<file path="config.mk">
export PLATFORM = sky130hd
export DESIGN_NAME = self_id_receive_formatter
export DESIGN_NICKNAME = d
export VERILOG_FILES = /design/src/hw/sid_pkg.sv /design/src/hw/self_id_receive_formatter.sv /design/src/hw/sid_buffer.sv
export VERILOG_INCLUDE_DIRS = /design/src /design/src/hw
export SDC_FILE = /design/constraint.sdc
export NUM_CORES = 2
export LEC_CHECK = 0
export ABC_CLOCK_PERIOD_IN_PS = 5600
export BUFFER_PORTS_ARGS = -buffer_cell sky130_fd_sc_hd__clkbuf_2
export CORE_MARGIN = 1
export CORE_UTILIZATION = 62
export DETAILED_ROUTE_END_ITERATION = 12
export GPL_ROUTABILITY_DRIVEN = 0
export PLACE_DENSITY = 0.8
export SETUP_SLACK_MARGIN = 0.15
export SLEW_MARGIN = 30
export SYNTH_ARGS = -nofsm -noshare
export SYNTH_HDL_FRONTEND = slang
export SYNTH_HIERARCHICAL = 1
export SYNTH_SLANG_ARGS = --single-unit
</file>
<file path="constraint.sdc">
create_clock -name clk -period 5.6 [get_ports clk]
set_clock_uncertainty 0.05 [all_clocks]
set_input_delay 0.56 -clock clk [delete_from_list [all_inputs] [get_ports clk]]
set_output_delay 0.56 -clock clk [all_outputs]
set_load 0.02 [all_outputs]
</file>
<file path="src/hw/sid_defines.svh">
// offsets, field positions, reset values and codes for the self-id formatter
//
// What this block does
// - enable on, keep-inverse off: store only each first quadlet plus control token.
// - every stored self-id sequence is accompanied by a packet control token.
// - token quadlet count field holds the stored size in quadlets.
// - token self-id flag is 1 when the token belongs to self-id data.
// - token phy-packet flag is 1 when the token belongs to a phy packet.
// - detected self-id error code goes into the three-bit token error field.
// - token pad field is always 00: no padding bytes are appended to the stored packet.
// - speed code: 00 100M, 01 200M, 10 400M, 11 undefined.
// - keep-inverse on: each data quadlet stored, directly followed by its inverse.
// - after bus reset: one token, then the nodes' quadlets in phy-number order, up to DEPTH-1 entries.
// - enable off discards self-id; enable and keep-inverse on store both quadlets.
// - error codes 000 none through 111 quadlet not inverse of prior.
`ifndef SID_DEFINES_SVH
`define SID_DEFINES_SVH

`define SID_ADR_CTRL       8'h00
`define SID_ADR_STATUS     8'h04
`define SID_ADR_INT_STAT   8'h08
`define SID_ADR_INT_MASK   8'h0C
`define SID_ADR_BUF_BASE   12'h100

`define SID_CTRL_ENABLE    0
`define SID_CTRL_KEEP_INV  1
`define SID_INT_DONE       0
`define SID_INT_ERROR      1
`define SID_CTRL_RESET     2'b00
`define SID_MASK_RESET     2'b00

`define SID_TAG            2'b10
`define SID_TAG_HI         31
`define SID_TAG_LO         30
`define SID_ID_HI          29
`define SID_ID_LO          24
`define SID_EXT_BIT        23
`define SID_PARENT_PORT    2'b10

`define SID_ERR_NONE       3'b000
`define SID_ERR_CHILD      3'b001
`define SID_ERR_PHY_ID     3'b010
`define SID_ERR_PHASE      3'b011
`define SID_ERR_GAPS       3'b100
`define SID_ERR_LARGE_GAP  3'b101
`define SID_ERR_IN_PKT     3'b110
`define SID_ERR_NOT_INV    3'b111

`define SID_SPD_100        2'b00
`define SID_PAD_NONE       2'b00

`endif

</file>
<file path="src/hw/sid_pkg.sv">
// types shared by the self-id formatter files
package sid_pkg;

    typedef struct packed {
        logic [1:0]  rsvd_hi;
        logic [13:0] token_quadlet_count;
        logic        self_id_flag;
        logic        phy_pkt_flag;
        logic [2:0]  rsvd_mid;
        logic [2:0]  link_control_self_id_error_field;
        logic [1:0]  pad;
        logic [1:0]  spd;
        logic [3:0]  rsvd_lo;
    } token_t;

    typedef struct packed {
        logic        start;
        logic        valid;
        logic        last;
        logic [1:0]  spd;
        logic [31:0] data;
    } phy_quad_t;

    typedef struct packed {
        logic        cyc;
        logic        stb;
        logic        we;
        logic [3:0]  sel;
        logic [11:0] adr;
        logic [31:0] dat;
    } wb_req_t;

    typedef enum logic [1:0] {
        ST_IDLE,
        ST_RECV,
        ST_CLOSE
    } fmt_state_t;

endpackage : sid_pkg

</file>
<file path="src/hw/self_id_receive_formatter.sv">
`timescale 1ns/1ps
`include "sid_defines.svh"
// self-id receive formatter with wishbone register slave
module self_id_receive_formatter #(
    parameter int DEPTH = 64,
    parameter int AW    = 6
) (
    input  wire logic              clk,
    input  wire logic              rst_n,
    input  wire sid_pkg::phy_quad_t phy_in,
    input  wire logic              wb_cyc_i,
    input  wire logic              wb_stb_i,
    input  wire logic              wb_we_i,
    input  wire logic [3:0]        wb_sel_i,
    input  wire logic [11:0]       wb_adr_i,
    input  wire logic [31:0]       wb_dat_i,
    output logic      [31:0]       wb_dat_o,
    output logic                   wb_ack_o,
    output logic                   irq
);
    import sid_pkg::*;

    wb_req_t     req;
    fmt_state_t  state_r;
    logic [1:0]  ctrl_r;
    logic [1:0]  int_stat_r;
    logic [1:0]  int_mask_r;
    logic        ack_r;
    logic [31:0] rdat_r;
    logic        irq_r;
    logic        rd_pend_r;
    logic        rd_buf_r;

    // sequence tracking
    logic        odd_r;
    logic [31:0] prev_r;
    logic [5:0]  exp_id_r;
    logic [5:0]  last_id_r;
    logic        first_r;
    logic        phy_pkt_r;
    logic [1:0]  spd_r;
    logic [2:0]  err_r;
    logic [2:0]  err_nxt;
    logic [AW:0] wptr_r;
    logic [13:0] count_r;
    logic [13:0] done_count_r;
    logic [2:0]  done_err_r;
    logic        busy_r;

    logic          buf_we;
    logic [AW-1:0] buf_waddr;
    logic [31:0]   buf_wdata;
    logic [AW-1:0] buf_raddr;
    logic [31:0]   buf_rdata;
    token_t        tok;

    logic        wb_hit;
    logic        wb_wr;
    logic        keep_inv;
    logic        is_data;
    logic        store;
    logic        full;
    logic [5:0]  q_id;
    logic        done_evt;
    logic        err_evt;

    assign req       = '{cyc: wb_cyc_i, stb: wb_stb_i, we: wb_we_i, sel: wb_sel_i,
                         adr: wb_adr_i, dat: wb_dat_i};
    assign wb_hit    = req.cyc & req.stb & ~ack_r;
    // writes land once, on the ack edge, so a clear cannot swallow a fresh event
    assign wb_wr     = req.cyc & req.stb & req.we & ack_r;
    assign keep_inv  = ctrl_r[`SID_CTRL_KEEP_INV];
    assign is_data   = ~odd_r;
    assign q_id      = phy_in.data[`SID_ID_HI:`SID_ID_LO];
    assign full      = (wptr_r >= (AW+1)'(DEPTH));
    // inverse quadlets go to the buffer only with keep-inverse set
    assign store     = phy_in.valid & (is_data | keep_inv) & ~full;

    assign wb_ack_o  = ack_r;
    assign wb_dat_o  = rdat_r;
    assign irq       = irq_r;

    // ---------------- error classification ----------------
    always_comb begin
        err_nxt = err_r;
        if (err_r == `SID_ERR_NONE && phy_in.valid) begin
            if (odd_r) begin
                if (phy_in.data != ~prev_r) begin
                    err_nxt = `SID_ERR_NOT_INV;
                end
            end else if (phy_in.data[`SID_TAG_HI:`SID_TAG_LO] == `SID_TAG) begin
                if (phy_in.data[`SID_EXT_BIT]) begin
                    if (first_r || q_id != last_id_r) begin
                        err_nxt = `SID_ERR_IN_PKT;
                    end
                end else if (q_id > exp_id_r + 6'h01) begin
                    err_nxt = `SID_ERR_GAPS;
                end else if (q_id == exp_id_r + 6'h01) begin
                    err_nxt = `SID_ERR_LARGE_GAP;
                end else if (q_id != exp_id_r) begin
                    err_nxt = `SID_ERR_PHY_ID;
                end
            end
        end
        if (err_r == `SID_ERR_NONE && phy_in.valid && phy_in.last) begin
            // a sequence must end on the inverse half of a pair
            if (!odd_r) begin
                err_nxt = `SID_ERR_PHASE;
            end else if (!phy_pkt_r &&
                         (prev_r[7:6] == `SID_PARENT_PORT ||
                          prev_r[5:4] == `SID_PARENT_PORT ||
                          prev_r[3:2] == `SID_PARENT_PORT)) begin
                err_nxt = `SID_ERR_CHILD;
            end
        end
    end

    // ---------------- token assembly ----------------
    always_comb begin
        tok                                  = '0;
        tok.token_quadlet_count              = count_r;
        tok.self_id_flag                     = ~phy_pkt_r;
        tok.phy_pkt_flag                     = phy_pkt_r;
        tok.link_control_self_id_error_field = phy_pkt_r ? `SID_ERR_NONE : err_r;
        tok.pad                              = `SID_PAD_NONE;
        tok.spd                              = spd_r;
    end

    // buffer write: token slot first, quadlets after, token written only at close
    always_comb begin
        buf_we    = 1'b0;
        buf_waddr = '0;
        buf_wdata = tok;
        if (state_r == ST_CLOSE) begin
            buf_we    = 1'b1;
            buf_waddr = '0;
            buf_wdata = tok;
        end else if (state_r == ST_RECV && store) begin
            buf_we    = 1'b1;
            buf_waddr = wptr_r[AW-1:0];
            buf_wdata = phy_in.data;
        end
    end

    assign buf_raddr = AW'(req.adr[11:2] - 10'(`SID_ADR_BUF_BASE >> 2));

    sid_buffer #(
        .DEPTH (DEPTH),
        .AW    (AW)
    ) u_buf (
        .clk   (clk),
        .we    (buf_we),
        .waddr (buf_waddr),
        .wdata (buf_wdata),
        .raddr (buf_raddr),
        .rdata (buf_rdata)
    );

    // ---------------- sequence state machine ----------------
    always_ff @(posedge clk) begin
        if (!rst_n) begin
            state_r <= ST_IDLE;
        end else begin
            case (state_r)
                ST_IDLE: begin
                    // disabled: the whole sequence is dropped, not buffered
                    if (phy_in.start && ctrl_r[`SID_CTRL_ENABLE]) begin
                        state_r <= ST_RECV;
                    end
                end
                ST_RECV: begin
                    if (phy_in.valid && phy_in.last) begin
                        state_r <= ST_CLOSE;
                    end
                end
                ST_CLOSE: begin
                    state_r <= ST_IDLE;
                end
                default: begin
                    state_r <= ST_IDLE;
                end
            endcase
        end
    end

    always_ff @(posedge clk) begin
        if (!rst_n) begin
            odd_r     <= 1'b0;
            prev_r    <= '0;
            exp_id_r  <= '0;
            last_id_r <= '0;
            first_r   <= 1'b1;
            phy_pkt_r <= 1'b0;
            spd_r     <= `SID_SPD_100;
            err_r     <= `SID_ERR_NONE;
            wptr_r    <= '0;
            count_r   <= '0;
        end else if (state_r == ST_IDLE && phy_in.start) begin
            odd_r     <= 1'b0;
            exp_id_r  <= '0;
            first_r   <= 1'b1;
            phy_pkt_r <= 1'b0;
            spd_r     <= phy_in.spd;
            err_r     <= `SID_ERR_NONE;
            // entry 0 reserved for the control token
            wptr_r    <= (AW+1)'(1);
            count_r   <= '0;
        end else if (state_r == ST_RECV && phy_in.valid) begin
            odd_r  <= ~odd_r;
            prev_r <= phy_in.data;
            err_r  <= err_nxt;
            if (is_data) begin
                first_r <= 1'b0;
                if (first_r && phy_in.data[`SID_TAG_HI:`SID_TAG_LO] != `SID_TAG) begin
                    phy_pkt_r <= 1'b1;
                end
                if (!phy_in.data[`SID_EXT_BIT]) begin
                    last_id_r <= q_id;
                    exp_id_r  <= q_id + 6'h01;
                end
            end
            if (store) begin
                wptr_r  <= wptr_r + (AW+1)'(1);
                count_r <= count_r + 14'h0001;
            end
        end
    end

    assign done_evt = (state_r == ST_CLOSE);
    assign err_evt  = done_evt & (tok.link_control_self_id_error_field != `SID_ERR_NONE);

    always_ff @(posedge clk) begin
        if (!rst_n) begin
            done_count_r <= '0;
            done_err_r   <= `SID_ERR_NONE;
            busy_r       <= 1'b0;
        end else begin
            busy_r <= (state_r != ST_IDLE);
            if (done_evt) begin
                done_count_r <= count_r;
                done_err_r   <= tok.link_control_self_id_error_field;
            end
        end
    end

    // ---------------- registers ----------------
    always_ff @(posedge clk) begin
        if (!rst_n) begin
            ctrl_r     <= `SID_CTRL_RESET;
            int_mask_r <= `SID_MASK_RESET;
        end else if (wb_wr && req.sel[0]) begin
            if (req.adr == 12'(`SID_ADR_CTRL)) begin
                ctrl_r <= req.dat[1:0];
            end
            if (req.adr == 12'(`SID_ADR_INT_MASK)) begin
                int_mask_r <= req.dat[1:0];
            end
        end
    end

    // set wins over a same-cycle write-one-to-clear
    always_ff @(posedge clk) begin
        if (!rst_n) begin
            int_stat_r <= '0;
        end else begin
            int_stat_r <= (int_stat_r
                           & ~((wb_wr && req.sel[0] && req.adr == 12'(`SID_ADR_INT_STAT))
                               ? req.dat[1:0] : 2'b00))
                          | {err_evt, done_evt};
        end
    end

    always_ff @(posedge clk) begin
        if (!rst_n) begin
            irq_r <= 1'b0;
        end else begin
            irq_r <= |(int_stat_r & int_mask_r);
        end
    end

    // classic wishbone: ack two cycles after request for every address
    always_ff @(posedge clk) begin
        if (!rst_n) begin
            ack_r     <= 1'b0;
            rd_pend_r <= 1'b0;
            rd_buf_r  <= 1'b0;
            rdat_r    <= '0;
        end else begin
            rd_pend_r <= wb_hit & ~rd_pend_r;
            ack_r     <= rd_pend_r;
            rd_buf_r  <= req.adr >= `SID_ADR_BUF_BASE &&
                         req.adr < `SID_ADR_BUF_BASE + 12'(DEPTH * 4);
            if (rd_pend_r) begin
                if (rd_buf_r) begin
                    rdat_r <= buf_rdata;
                end else begin
                    case (req.adr)
                        12'(`SID_ADR_CTRL):     rdat_r <= {30'h0000_0000, ctrl_r};
                        12'(`SID_ADR_STATUS):   rdat_r <= {12'h000, done_count_r, 2'b00,
                                                           done_err_r, busy_r};
                        12'(`SID_ADR_INT_STAT): rdat_r <= {30'h0000_0000, int_stat_r};
                        12'(`SID_ADR_INT_MASK): rdat_r <= {30'h0000_0000, int_mask_r};
                        default:                rdat_r <= 32'h0000_0000;
                    endcase
                end
            end else begin
                rdat_r <= 32'h0000_0000;
            end
        end
    end

endmodule : self_id_receive_formatter

</file>
<file path="src/hw/sid_buffer.sv">
`timescale 1ns/1ps
// receive data buffer: one write port, one read port
module sid_buffer #(
    parameter int DEPTH = 64,
    parameter int AW    = 6
) (
    input  wire logic          clk,
    input  wire logic          we,
    input  wire logic [AW-1:0] waddr,
    input  wire logic [31:0]   wdata,
    input  wire logic [AW-1:0] raddr,
    output logic      [31:0]   rdata
);
    logic [31:0] mem [DEPTH];

    always_ff @(posedge clk) begin
        if (we) begin
            mem[waddr] <= wdata;
        end
    end

    // registered read, no reset: contents are undefined until written
    always_ff @(posedge clk) begin
        rdata <= mem[raddr];
    end

endmodule : sid_buffer

</file>
==> reports/results.tsv <==
stage	metric	value	unit
sta	drv_slew	0	
floorplanning	core_area	0.1355	mm2
route	drt-pass1-iter-count	6	
clocking	clkSlewWorstSetupHoldPaths	0.06	ns
pwr	pwr-share-clk	41.9	%
placement	postPlaceCellArea	0.08842	mm2
sta	hold_viol	0	
synth	synth-async-reset-ratio	0	%
synth	synth_edf_count	2048	
route	wl	221200	um
clocking	cts_root_buffer	clkbuf_16	
critical_path	arrival	4.80	ns
route	vias	43890	
placement	portBuffers	90	
sta	worst_pin_slew	1.028	ns
critical_path	critPathKind	reg -> reg	
sta	setup_tns	0	ns
placement	dpl.hpwl	118500	um
synth	synthDistinctLibCells	57	
critical_path	critPathCaptureType	flip-flop	
grt	grt_usage	32.75	%
pwr	seq_power_share	55.1	%
run_status	outcome	finished clean	
synth	synth_area	0.08471	mm2
clocking	cts_sinks	2215	
floorplanning	die-area	0.1381	mm2
hold_path	hold_depth	3	
sta	setup_slack	1.241	ns
clocking	post_cts_buffers	0	
finish	fin_area	0.09524	mm2
placement	place_ws	1.169	ns
floorplanning	io_pins	124	
critical_path	ff2ff_path_depth	7	
hold_path	hp-class	in -> reg	
sta	fmax	229.4	MHz
sta	final.period_utilization	77.84	%
synth	avgSynthCellArea	21.02	um2
sta	period_minus_slack	4.359	ns
critical_path	worst_path_max_delay_cell	nor2_4	
finish	layout.nets	4387	
critical_path	cp-start-kind	flip-flop	
grt	grt_pass1_vias	44750	
pwr	vdd_drop_max	0.3093	mV
finish	final_cell_mix	edfxtp_1, mux4_2, clkbuf_16	
pwr	p_int	25770	uW
grt	grt_remaining_overflow	0	
synth	synth_cells	4029	
finish	fill_cells	7577	
floorplanning	die_w	371.6	um
synth	synth_top_area_cell	edfxtp_1	
pwr	power.density	339.9	mW/mm2
grt	antenna_found_initial	14	
route	first_iter_violations	6606	
synth	synth_area_leaders	edfxtp_1, mux4_2, dfxtp_1, mux2i_1, nor2_1	
finish	area_growth	12.44	%
clocking	cts_buffer_depth	3	
sta	slew_headroom	31.44	%
pwr	p_comb_share	2.9	%
synth	synth_top_area_share	72.60	%
clocking	clk_latency	0.83	ns
route	viasPerCell	7.027	
clocking	postCtsResizedCells	0	
clocking	htree_levels	4	
finish	multi_input_area	0.01938	mm2
synth	synth_seq_area_share	76.55	%
grt	grt_pass1_wl	313700	um
synth	ys.flop_type	edfxtp_1	
finish	drive_above_1_share	26.45	%
sta	setup_violations	0	
pwr	total_power	32380	uW
floorplanning	placementRows	135	
critical_path	crit_path_max_fanout	36	
route	drc_errors	0	
sta	rsz0062_at_grt	no	
grt	grt_max_degree	83	
floorplanning	die_h	371.6	um
synth	synth-seq-cells	2215	
pwr	p_sw	6608	uW
synth	yosysWarnings	6	
critical_path	path_cells	nand3b_4 > nor3_4 > and2_1 > nor2b_1 > nand2_1 > nor2_4 > buf_4	
finish	layout_commonest_cell	edfxtp_1	
finish	regArea	0.06484	mm2
clocking	cts_buffers	203	
pwr	leakagePower	0.03491	uW
route	wire_per_inst	35.41	um
floorplanning	start_util	62.53	%
clocking	cts_tree	yes	
critical_path	cp_data_required_time	6.05	ns
pwr	swShare	20.41	%
run	cap_violations	0	
synth	synth_nets	4129	
critical_path	slowest_delay	0.83	ns
clocking	cts_hold_buffers	25	
route	ant_nets	0	
==> worst max-delay path, delay by kind of cell (launching register included) <==
kind          cells  cell delay (ns)
simple gates      6             3.08
buf+inv           1             0.41
flops             1             0.47
==> area by class of cell <==
cell class                      count  area share, %
Sequential cell                  2215          68.08
Multi-Input combinational cell   1578          20.35
Timing Repair Buffer              277          2.394
Clock inverter                    110         0.9314
Antenna cell                        4        0.01051
Clock buffer                      269          5.846
Inverter                           12        0.04729
Tap cell                         1781          2.340
==> Yosys cell counts, drive strengths merged (47+ instances only) <==
library cell and number:
edfxtp 2048, mux4 546, dfxtp 167, nor2 167, nand2 162, buf 117, clkbuf 107, mux2i 98
o22ai 84, a21oi 78, a21boi 57, xnor2 47
==> per-layer routing <==
layer	share of wire (%)	GRT usage (%)	up-vias
met5	0.020	0	-
met2	49	52.06	3378
li1	-	-	17150
met3	12	8.509	684
met1	33	41.51	22670
met4	6.0	18.32	6
==> cell families (layout without fill, tap and decap cells) <==
logic type                 Yosys count  in the layout  synth area share, %
muxes                              659            659                15.87
adders and majority gates           10             10               0.1477
xor gates and xnor gates            65             65               0.6721
other                                0              4                    0
and+or+nand+nor                    518            518                2.877
AOI/OAI and AO/OA                  326            326                2.582
buffers and inverters              236            668                1.300
DFF                               2215           2215                76.55
==> power groups by stage <==
| stage | combinational, uW | clock (uW) | sequential, uW |
|---|---|---|---|
| floorplan | 571 | 0 | 18200 |
| global placement | 889 | 0 | 18200 |
| detailed placement | 898 | 0 | 18200 |
| CTS | 927 | 13600 | 17900 |
| global route | 973 | 14200 | 17800 |
| finish | 946 | 13600 | 17900 |
==> path summary, 6_finish.rpt <==
path	start	to	slack [ns]
worst max-delay path	state_r[0]$_SDFFE_PN0P_	u_buf/mem[12][11]$_DFFE_PP_	1.24
worst min register to register	u_buf/rdata[31]$_DFF_P_	wb_dat_o[31]$_SDFF_PN0_	0.38
worst max register to register	state_r[0]$_SDFFE_PN0P_	u_buf/mem[12][11]$_DFFE_PP_	1.24
worst min-delay path	phy_in[12]	prev_r[12]$_SDFFE_PN0P_	0.03
==> stage by stage <==
step | instances | hold slack [ns] | util, %
6_report | 6246 | 0.03479 | 70.31
5_1_grt | 6242 | 0.01968 | 70.30
4_1_cts | 6239 | 0.001861 | 70.22
3_5_place_dp | 5835 | 0.3639 | 65.27
3_3_place_gp | 5834 | 0.3596 | 65.24
2_1_floorplan | 4029 | 0.3557 | -
==> sequential cells by signal (all words and copies together), names as in the netlist, 3 cells and up <==
register	cells
wptr_r	7
last_id_r	6
u_buf/rdata	32
done_err_r	3
count_r	14
exp_id_r	6
u_buf/mem	2048
err_r	3
wb_dat_o	32
prev_r	32
done_count_r	14
Power figures use the tool's default switching activity.
